`src/rtl/tpw_pkg.sv`:
```
// shared constants, field layouts and carrier types of the timer pwm block
package tpw_pkg;

  // ==========================================================================
  // register map (byte addresses, one aligned 32-bit word each)
  // ==========================================================================
  localparam logic [7:0] ADR_CTRL = 8'h00; // timer_control_reg
  localparam logic [7:0] ADR_DUTY = 8'h04; // duty_compare_reg
  localparam logic [7:0] ADR_STAT = 8'h08; // sticky event status, write one to clear
  localparam logic [7:0] ADR_MASK = 8'h0C; // interrupt mask, same layout as status
  localparam logic [7:0] ADR_CNT = 8'h10; // live counter, compare value and pin

  // ==========================================================================
  // field positions
  // ==========================================================================
  localparam int unsigned CTRL_RUN_BIT = 0; // run_control_bit
  localparam int unsigned CTRL_CLK_LSB = 1; // source_clock_select, 3 bits
  localparam int unsigned CTRL_MODE_LSB = 4; // operating_mode_select, 3 bits
  localparam int unsigned STAT_OVF_BIT = 0; // overflow event
  localparam int unsigned CNT_SHIFT_LSB = 8; // compare value in the count word
  localparam int unsigned CNT_PIN_BIT = 16; // pin level in the count word

  // ==========================================================================
  // codes and reset values
  // ==========================================================================
  localparam logic [2:0] MODE_PWM = 3'h3; // operating mode that runs this block
  localparam logic [2:0] CLK_EXT = 3'h7; // external source, gives no tick here
  localparam logic [7:0] CNT_MAX = 8'hFF; // last count before the wrap
  localparam logic [7:0] CNT_ZERO = 8'h00;
  localparam logic [7:0] CTRL_RST = 8'h00; // stopped after reset
  localparam logic [7:0] DUTY_RST = 8'h80;
  localparam logic [7:0] MASK_RST = 8'h00;
  localparam logic [31:0] RD_UNMAPPED = 32'h0000_0000;

  // ==========================================================================
  // types
  // ==========================================================================
  typedef struct packed {
    logic cyc;
    logic stb;
    logic we;
    logic [7:0] adr;
    logic [3:0] sel;
    logic [31:0] dat;
  } tpw_wb_req_t;

  typedef struct packed {
    logic ack;
    logic [31:0] dat;
  } tpw_wb_rsp_t;

  typedef enum logic [1:0] {
    PH_STOP,
    PH_HIGH,
    PH_LOW
  } tpw_phase_t;

  // prescaler depth per source clock code: one tick every 2**n mclk cycles
  function automatic logic [3:0] tpw_div_shift(input logic [2:0] sel);
    logic [3:0] n;
    n = 4'h0;
    case (sel)
      3'h0: n = 4'hC;
      3'h1: n = 4'h8;
      3'h2: n = 4'h6;
      3'h3: n = 4'h4;
      3'h4: n = 4'h3;
      3'h5: n = 4'h2;
      3'h6: n = 4'h1;
      default: n = 4'h0;
    endcase
    return n;
  endfunction

endpackage

```
`src/rtl/tpw_prescaler.sv`:
```
// source clock prescaler: turns mclk into the selected internal count tick
`timescale 1ns/1ps
module tpw_prescaler
  import tpw_pkg::*;
(
  // clock and reset
  input wire logic mclk,
  input wire logic nrst,
  // control
  input wire logic en,
  input wire logic clear,
  input wire logic [2:0] sel,
  // tick to the counter
  output logic tick
);

  // ==========================================================================
  // divider
  // ==========================================================================
  logic [11:0] div_r;
  logic [11:0] div_nxt;
  logic [11:0] mask;

  // mask of low bits that must all be set for a tick
  assign mask = 12'((13'h0001 << tpw_div_shift(sel)) - 13'h0001);

  // external source code gives no tick, so the counter simply stands
  assign tick = en && !clear && (sel != CLK_EXT) && ((div_r & mask) == mask);

  // restart on clear so the first period has a full first tick
  always_comb begin
    div_nxt = div_r + 12'h001;
    if (clear || !en) begin
      div_nxt = 12'h000;
    end
  end

  always_ff @(posedge mclk or negedge nrst) begin
    if (!nrst) begin
      div_r <= 12'h000;
    end else begin
      div_r <= div_nxt;
    end
  end
endmodule

```
`src/rtl/tpw_top.sv`:
```
// pwm output mode of an 8-bit timer with a classic wishbone register slave
`timescale 1ns/1ps

// Notes on behaviour
// - in pwm mode an up-counter on the selected internal clock makes the wave, 8 bits of duty.
// - when the counter equals a nonzero active duty the output goes low and the counter keeps running.
// - on counter overflow the output returns high and the next period begins.
// - the timer interrupt is raised on overflow and never on the duty match.
// - while stopped the output is high; a stop during the low phase ends it at once.
// - comparison uses a shift register fed from the duty register, not the duty register itself.
// - a duty write during output moves to the shift register only at the end of the period.
// - setting the run bit to 1 loads the duty register into the shift register before period one.
// - a duty write in the overflow cycle may load a wrong value, wrong until the next interrupt.
// - entering the stop power state clears the run bit, halting the timer.
module tpw_top
  import tpw_pkg::*;
(
  // clock and reset
  input wire logic mclk,
  input wire logic nrst,
  // wishbone slave
  input wire tpw_wb_req_t wb_req,
  output tpw_wb_rsp_t wb_rsp,
  // power management
  input wire logic stop_power_req,
  // outputs
  output logic pwm_out_n,
  output logic timer_irq
);

  // ==========================================================================
  // declarations
  // ==========================================================================
  logic run_r;
  logic run_nxt;
  logic [2:0] clk_sel_r;
  logic [2:0] clk_sel_nxt;
  logic [2:0] mode_r;
  logic [2:0] mode_nxt;
  logic [7:0] duty_r;
  logic [7:0] duty_nxt;
  logic [7:0] mask_r;
  logic [7:0] mask_nxt;
  logic [7:0] stat_r;
  logic [7:0] stat_nxt;

  logic [7:0] cnt_r;
  logic [7:0] cnt_nxt;
  logic [7:0] shift_r;
  logic [7:0] shift_nxt;
  tpw_phase_t phase_r;
  tpw_phase_t phase_nxt;
  logic pwm_out_n_r;
  logic pwm_out_n_nxt;

  logic ack_r;
  logic ack_nxt;
  logic [31:0] rdat_r;
  logic [31:0] rdat_nxt;

  logic req;
  logic wr_fire;
  logic wr_ctrl;
  logic wr_duty;
  logic wr_stat;
  logic wr_mask;
  logic start;
  logic active;
  logic tick;
  logic ovf;
  logic match;

  // ==========================================================================
  // wishbone decode
  // ==========================================================================
  // a write takes effect on the edge where the master samples ack high
  assign req = wb_req.cyc && wb_req.stb;
  assign wr_fire = req && wb_req.we && ack_r && wb_req.sel[0];
  assign wr_ctrl = wr_fire && (wb_req.adr == ADR_CTRL);
  assign wr_duty = wr_fire && (wb_req.adr == ADR_DUTY);
  assign wr_stat = wr_fire && (wb_req.adr == ADR_STAT);
  assign wr_mask = wr_fire && (wb_req.adr == ADR_MASK);

  // start is the 0 to 1 step of the run bit
  assign start = wr_ctrl && wb_req.dat[CTRL_RUN_BIT] && !run_r && !stop_power_req;

  // ack one cycle after the request, dropped the cycle after
  always_comb begin
    ack_nxt = req && !ack_r;
  end

  // read data captured in the request cycle and held with ack
  always_comb begin
    rdat_nxt = rdat_r;
    if (req && !ack_r) begin
      case (wb_req.adr)
        ADR_CTRL: rdat_nxt = {25'h0000000, mode_r, clk_sel_r, run_r};
        ADR_DUTY: rdat_nxt = {24'h000000, duty_r};
        ADR_STAT: rdat_nxt = {24'h000000, stat_r};
        ADR_MASK: rdat_nxt = {24'h000000, mask_r};
        ADR_CNT: rdat_nxt = {15'h0000, pwm_out_n_r, shift_r, cnt_r};
        default: rdat_nxt = RD_UNMAPPED;
      endcase
    end
  end

  always_ff @(posedge mclk or negedge nrst) begin
    if (!nrst) begin
      ack_r <= 1'b0;
      rdat_r <= RD_UNMAPPED;
    end else begin
      ack_r <= ack_nxt;
      rdat_r <= rdat_nxt;
    end
  end

  assign wb_rsp.ack = ack_r;
  assign wb_rsp.dat = rdat_r;

  // ==========================================================================
  // control, duty and mask registers
  // ==========================================================================
  // the stop power request is applied after any write so it always wins
  always_comb begin
    run_nxt = run_r;
    clk_sel_nxt = clk_sel_r;
    mode_nxt = mode_r;
    duty_nxt = duty_r;
    mask_nxt = mask_r;
    if (wr_ctrl) begin
      run_nxt = wb_req.dat[CTRL_RUN_BIT];
      clk_sel_nxt = wb_req.dat[CTRL_CLK_LSB +: 3];
      mode_nxt = wb_req.dat[CTRL_MODE_LSB +: 3];
    end
    if (wr_duty) begin
      duty_nxt = wb_req.dat[7:0];
    end
    if (wr_mask) begin
      mask_nxt = wb_req.dat[7:0];
    end
    if (stop_power_req) begin
      run_nxt = 1'b0;
    end
  end

  always_ff @(posedge mclk or negedge nrst) begin
    if (!nrst) begin
      run_r <= CTRL_RST[CTRL_RUN_BIT];
      clk_sel_r <= CTRL_RST[CTRL_CLK_LSB +: 3];
      mode_r <= CTRL_RST[CTRL_MODE_LSB +: 3];
      duty_r <= DUTY_RST;
      mask_r <= MASK_RST;
    end else begin
      run_r <= run_nxt;
      clk_sel_r <= clk_sel_nxt;
      mode_r <= mode_nxt;
      duty_r <= duty_nxt;
      mask_r <= mask_nxt;
    end
  end

  // ==========================================================================
  // source clock
  // ==========================================================================
  // only the pwm mode is built; any other mode leaves the timer standing
  assign active = run_r && (mode_r == MODE_PWM);

  tpw_prescaler u_presc (
    .mclk (mclk),
    .nrst (nrst),
    .en (active),
    .clear (start),
    .sel (clk_sel_r),
    .tick (tick)
  );

  // ==========================================================================
  // counter, compare shift register and pin
  // ==========================================================================
  assign ovf = active && run_nxt && tick && (cnt_r == CNT_MAX);
  assign match = active && run_nxt && tick && !ovf && ((cnt_r + 8'h01) == shift_r);

  // overflow wins over match; a duty of zero therefore never drives low
  always_comb begin
    cnt_nxt = cnt_r;
    shift_nxt = shift_r;
    phase_nxt = phase_r;
    if (start) begin
      cnt_nxt = CNT_ZERO;
      shift_nxt = duty_r;
      phase_nxt = PH_HIGH;
    end else if (!run_nxt || !active) begin
      // a stop in the low phase cuts that period short
      cnt_nxt = CNT_ZERO;
      phase_nxt = PH_STOP;
    end else if (ovf) begin
      cnt_nxt = CNT_ZERO;
      phase_nxt = PH_HIGH;
      // a duty write in this very cycle is not seen; the old value moves
      shift_nxt = duty_r;
    end else if (tick) begin
      cnt_nxt = cnt_r + 8'h01;
      if (match) begin
        phase_nxt = PH_LOW;
      end
    end
  end

  // the pin is low only in the low phase; compare reads shift_r alone
  always_comb begin
    case (phase_nxt)
      PH_LOW: pwm_out_n_nxt = 1'b0;
      PH_HIGH: pwm_out_n_nxt = 1'b1;
      PH_STOP: pwm_out_n_nxt = 1'b1;
      default: pwm_out_n_nxt = 1'b1;
    endcase
  end

  always_ff @(posedge mclk or negedge nrst) begin
    if (!nrst) begin
      cnt_r <= CNT_ZERO;
      shift_r <= DUTY_RST;
      phase_r <= PH_STOP;
      pwm_out_n_r <= 1'b1;
    end else begin
      cnt_r <= cnt_nxt;
      shift_r <= shift_nxt;
      phase_r <= phase_nxt;
      pwm_out_n_r <= pwm_out_n_nxt;
    end
  end

  assign pwm_out_n = pwm_out_n_r;

  // ==========================================================================
  // interrupt status
  // ==========================================================================
  // set wins over a same-cycle clear so no overflow is lost
  always_comb begin
    stat_nxt = stat_r;
    if (wr_stat) begin
      stat_nxt = stat_r & ~wb_req.dat[7:0];
    end
    if (ovf) begin
      stat_nxt[STAT_OVF_BIT] = 1'b1;
    end
  end

  always_ff @(posedge mclk or negedge nrst) begin
    if (!nrst) begin
      stat_r <= 8'h00;
    end else begin
      stat_r <= stat_nxt;
    end
  end

  assign timer_irq = |(stat_r & mask_r);
endmodule

```
`config.mk`:
```
export PLATFORM = sky130hd
export DESIGN_NAME = tpw_top
export DESIGN_NICKNAME = d
export VERILOG_FILES = /design/src/rtl/tpw_pkg.sv /design/src/rtl/tpw_prescaler.sv /design/src/rtl/tpw_top.sv
export SDC_FILE = /design/constraint.sdc
export NUM_CORES = 1
export LEC_CHECK = 0
export BUFFER_PORTS_ARGS = -buffer_cell sky130_fd_sc_hd__buf_2
export CAP_MARGIN = 20
export CORE_MARGIN = 1
export CORE_UTILIZATION = 50
export DETAILED_ROUTE_END_ITERATION = 10
export HOLD_SLACK_MARGIN = 0.05
export PLACE_DENSITY_LB_ADDON = 0.2
export RECOVER_POWER = 100
export SLEW_MARGIN = 10
export SYNTH_ARGS = -nofsm -noshare
export SYNTH_HDL_FRONTEND = slang
export SYNTH_SLANG_ARGS = --single-unit
export TNS_END_PERCENT = 5
```
`constraint.sdc`:
```
create_clock -name mclk -period 7 [get_ports mclk]
set_input_delay 0.7 -clock mclk [delete_from_list [all_inputs] [get_ports mclk]]
set_output_delay 0.7 -clock mclk [all_outputs]
set_load 0.05 [all_outputs]
```
# --- Yosys cells after proc, flatten, opt, wreduce, memory -nomap -nowiden ---
# Cells that the tools add are included.
op_classes:
  n_reduce_logical: 37
  n_eq_ne: 17
  n_mux: 20
  n_shift: 1
  n_addsub: 3
  n_bitwise: 4
op_table:
  columns: ["cell", "n"]
  rows:
  - ["one-hot mux 17 bit (5 select lines)", 1]
  - ["2-to-1 mux 8 bit", 7]
  - ["one-hot mux 4 bit (7 select lines)", 1]
  - ["logical AND 1 bit", 21]
  - ["bitwise AND 8 bit", 2]
  - ["equality test 8 x 4 -> 1 bit (second input constant)", 2]
  - ["adder 12 x 1 -> 12 bit (second input constant)", 1]
  - ["bitwise AND 12 bit", 1]
  - ["equality test 12 bit", 1]
  - ["2-to-1 mux 12 bit", 1]
  - ["<< shifter 1 x 4 -> 12 bit (first input constant)", 1]
  - ["subtractor 12 x 1 -> 12 bit (second input constant)", 1]
  - ["2-to-1 mux 2 bit", 5]
  - ["equality test 3 x 2 -> 1 bit (second input constant)", 3]
  - ["equality test 3 bit (second input constant)", 3]
  - ["adder 8 x 1 -> 8 bit (second input constant)", 1]
  - ["equality test 8 x 3 -> 1 bit (second input constant)", 1]
  - ["equality test 8 x 5 -> 1 bit (second input constant)", 1]
  - ["equality test 8 bit", 1]
  - ["equality test 8 bit (second input constant)", 1]
  - ["zero test 8 bit", 1]
  - ["inverter 8 bit", 1]
  - ["OR reduction 8 bit", 1]
  - ["zero test 1 bit", 7]
  - ["other kinds (10)", 16]
totals:
  input_bits: 50
  output_inout_bits: 35
  word_cells: 96
  regBits: 95

# --- Longest topological paths before layout ---
logic_depth:
  depth_word: 24
  depth_mapped: 10
  ltp_nobuf: 8

# --- Hierarchy ---
# Synthesis repeated with hierarchy kept, for this count alone.
hier_totals:
  hier_cells: 410
  hier_area_um2: 4290.4
modules_own_cells:
  columns: ["mod", "seq_area_each_um2", "n_inst", "cells_each", "area_each_um2"]
  rows:
  - ["tpw_top", 1705.4, 1, 329, 3553.4]
  - ["tpw_prescaler", 300.3, 1, 81, 737.0]

# --- Worst setup path after synthesis ---
# Ideal clock, no wire load.
synth_path:
  path_type: "input port to flip-flop"
  from: "in wb_req[41] in the netlist's numbering"
  to: "reg shift_r[0]"
  setup_slack_ns: 4.391
  required_time_ns: 6.873
  arrival_time_ns: 2.481
  path_buffers: 2
  setup_ns: 0.127
  stages: 8
  path_cell_list: "nor4_1 > and2_1 > buf_4 > nand3_2 > a2111oi_4 > a31o_1 > buf_4 > mux2_1"
synth_via:
  elab_chain_cells: 13
  elab_cells_between_ends: 20
  cone_classes: "eq/ne (1); mux (3); reduce/logical (16)"
synth_rtl:
  columns: ["element", "line_no", "text"]
  rows:
  - ["from (decl)", "tpw_top.sv:22", "input wire tpw_wb_req_t wb_req,"]
  - ["zero test 8 bit (*)", "tpw_top.sv:79", "assign wr_ctrl = wr_fire && (wb_req.adr == ADR_CTRL);"]
  - ["logical AND 1 bit (*)", "tpw_top.sv:79", null]
  - ["logical AND 1 bit (3 in a row)", "tpw_top.sv:85", "assign start = wr_ctrl && wb_req.dat[CTRL_RUN_BIT] && !run_r && !stop_power_req;"]
  - ["zero test 1 bit", "tpw_prescaler.sv:28", "assign tick = en && !clear && (sel != CLK_EXT) && ((div_r & mask) == mask);"]
  - ["logical AND 1 bit (3 in a row)", "tpw_prescaler.sv:28", null]
  - ["logical AND 1 bit (2 in a row)", "tpw_top.sv:180", "assign ovf = active && run_nxt && tick && (cnt_r == CNT_MAX);"]
  - ["nonzero test 2 bit (no line)", null, null]
  - ["AND reduction 2 bit (no line)", null, null]
  - ["to (signal assigned)", "tpw_top.sv:227", "shift_r <= shift_nxt;"]
  - ["to (decl)", "tpw_top.sv:49", "logic [7:0] shift_r;"]
# Mark *: on every way between the ends. The rest lies on a longest branch, timed or not.
# A chain may end at the register's enable or synchronous reset.

==> impl_metrics.ini <==
[worst_setup_path]
worstReg2RegEnd = shift_r[6]$_DFFE_PN0P_
r2r_setup_slack_ns = 3.79
critPathBufInv = 2
crit_family = buffers and inverters
crit_top_cell = clkbuf_1
cp.required_ns = 6.97
critPathMaxFanout = 46
end_kind = async pin
slowest_stage = clkbuf_1
crit_arrival_ns = 3.80
path_cells = clkbuf_1 -> clkbuf_1
crit_type = primary input to async pin
r2r_cells = 6
r2r_start = mode_r[2]$_DFFE_PN0P_
critPathLaunchType = primary input
critPathMaxStageDelay_ns = 1.76

[yosys]
ys_warn_count = 0
synthesis.area_um2 = 4080
yosys-top-cells-area = dfrtp_1 (47%), mux2_2 (6.9%), nand2_1 (4.6%)
synth_top_area_frac = 0.472
postSynthAreaPerCell_um2 = 10.4
ys_async_sr_fraction = 1.00
ys.flop_type = dfrtp_1
synth_seq_cells = 80
ys_seq_area_frac = 0.491
synth_edf_count = 0
yosysUniqueCellTypes = 55
synth_top_area_cell = dfrtp_1
netlist_instances = 393

[timing]
rsz0062_at_grt = no
drv_slew = 93
fmax_mhz = 261
maxSlewHeadroom = -0.563
period_share = 0.547
fin_skew_ns = 0.0100
finalSetupTns_ns = 0
fin_crit_ns = 3.83
finalHoldViolCount = 0
setup_viol = 0
tightestPinTransition_ns = 2.34
fin_ws_ns = 3.17

[finish]
final_cell_mix = dfrtp_1 (77), nand2_1 (50), nand3_1 (27), nor2_1 (26)
seq_area_um2 = 2010
area_delta_synth_final_pct = 8.40
final_common_cell = dfrtp_1
diodes = 0
num-fill-cells = 707
stdcell_count = 535
multiInputGateArea_um2 = 1890
nNetsFinal = 481
layout-drive-gt1-share = 0.155
final_util = 0.567

[pwr]
power_density_nw_per_um2 = 191
vdd_drop_max_mv = 0.0910
p_leak_nw = 2.04
fin_total_pwr_w = 0.000844

[clock_tree]
cts_num_sinks = 80
clk_pin_slew_worst_paths_ns = 0.08
clock_path_buffers = 2
post_cts_buffers = 0
cts_resized = 0
numCtsBuffers = 9
ctsHoldBuffers = 0
htree_levels = 3
clk-insertion-delay-late_ns = 0.35
cts_tree = built
cts_root_buffer = clkbuf_8

[min_path]
hp-class = flop to flop
min_from = rdat_r[13]$_DFFE_PN0P_
min_path_cells = 2
min_to = rdat_r[13]$_DFFE_PN0P_

[grt]
grt_pass1_vias = 2928
grt-ovfl-total = 0
grt_usage = 0.226
grt_pass1_wl_um = 14600
antenna_found_initial = 0
grt_max_degree = 81

[die]
core_area_um2 = 7810
fp.dieW_um = 92.4
rows = 32
die_h_um = 92.4
start_util = 0.523
io_pins = 85
die_area_um2 = 8530

[placement]
io_buffer_count = 42
dpl.hpwl_um = 6140
place_congestion = 0.828
place_ws_ns = 3.44
placed_cells = 518

[detailed_routing]
ant_nets = 0
dr_wl_met2_um = 4050
wl_per_cell_um = 16.4
drcViolationCount = 0
routed.top_layer = met4
drt_iter0_drc = 215
wl_met3_um = 401
via_per_inst = 5.66
wl_um = 8770
first_pass_iters = 4
m1WireLength_um = 4050
routed-via-count = 3027

[run_status]
status = complete, but fails checks
violations = max-capacitance violations, max-slew violations

[flow_run]
cap_violations = 3
[through the flow]
stage	hold slack, ns	instance area (µm²)
2_1_floorplan	0.404	4140
3_3_place_gp	0.447	4280
3_5_place_dp	0.454	4280
4_1_cts	0.473	4480
5_1_grt	0.515	4430
6_report	0.474	4430
[per-layer routing]
metal / vias up / global-route usage
li1: 1434 / -
met1: 1481 / 0.308
met2: 95 / 0.350
met3: 17 / 0.0394
met4: 0 / 0.109
met5: - / 0
[cells by family after synthesis]
kind of cell / count (synthesis) / share of synthesized area
other: 1 / 0.000919
adder cells (fa/ha/maj): 3 / 0.00919
buffers and inverters: 38 / 0.0524
multiplexers: 39 / 0.105
XOR/XNOR: 25 / 0.0536
flip-flops: 80 / 0.491
AO/OA/AOI/OAI: 64 / 0.113
AND/OR/NAND/NOR: 143 / 0.175
[cells in the mapped netlist, drive strengths merged, types with 2 or more instances]
cell,n
xnor2,15
nor2,26
xor2,10
nor4,4
a22oi,4
nor4b,2
or3,2
nand2b,2
a221oi,8
mux2i,10
a21oi,6
a31oi,5
a32oi,3
nor3,2
nand3,27
nand4b,2
a31o,2
clkbuf,12
dfstp,3
or2,2
dfrtp,77
o21ai,18
ha,3
nand4,7
nand2,50
and3,7
o211ai,4
and2,2
nor2b,4
buf,22
mux2,29
inv,4
a21boi,8
[how the worst max path moves through the flow]
stage / startpoint / to / slack (ns) / cells after the start
2_1_floorplan: wb_req[41] / shift_r[0]$_DFFE_PN0P_ / 4.39 / 8
3_3_place_gp: wb_req[39] / shift_r[4]$_DFFE_PN0P_ / 3.47 / 7
3_5_place_dp: wb_req[39] / shift_r[1]$_DFFE_PN0P_ / 3.44 / 7
4_1_cts: wb_req[39] / shift_r[1]$_DFFE_PN0P_ / 3.82 / 7
5_1_grt: nrst / shift_r[6]$_DFFE_PN0P_ / 2.43 / 2
6_report: nrst / shift_r[6]$_DFFE_PN0P_ / 3.17 / 2
[cell type report]
class                      count  share of cell area
tap                          102              0.0288
clock inverter                 6              0.0155
multi-input combinational    289               0.426
timing repair buffer          44              0.0438
inverter                       4             0.00339
sequential                    80               0.453
clock buffer                  10              0.0288
[flip-flops by register name, indices dropped and copies added (netlist names)]
signal / cells
rdat_r: 17
u_presc.div_r: 12
cnt_r: 8
duty_r: 8
mask_r: 8
shift_r: 8
stat_r: 8
clk_sel_r: 3
mode_r: 3
phase_r: 2
ack_r: 1
pwm_out_n: 1
run_r: 1
[worst min-delay path: stages (launching register included)]
cell     delay, ns
dfrtp_1       0.35
nand2_1       0.05
nand2_1       0.05
[report_power, final]
part / internal [W] / switching, W
sequential: 0.000462 / 0.000000545
combinational: 0.00000713 / 0.0000382
clock: 0.000166 / 0.000170
total: 0.000635 / 0.000209
Power figures use the tool's default switching activity.
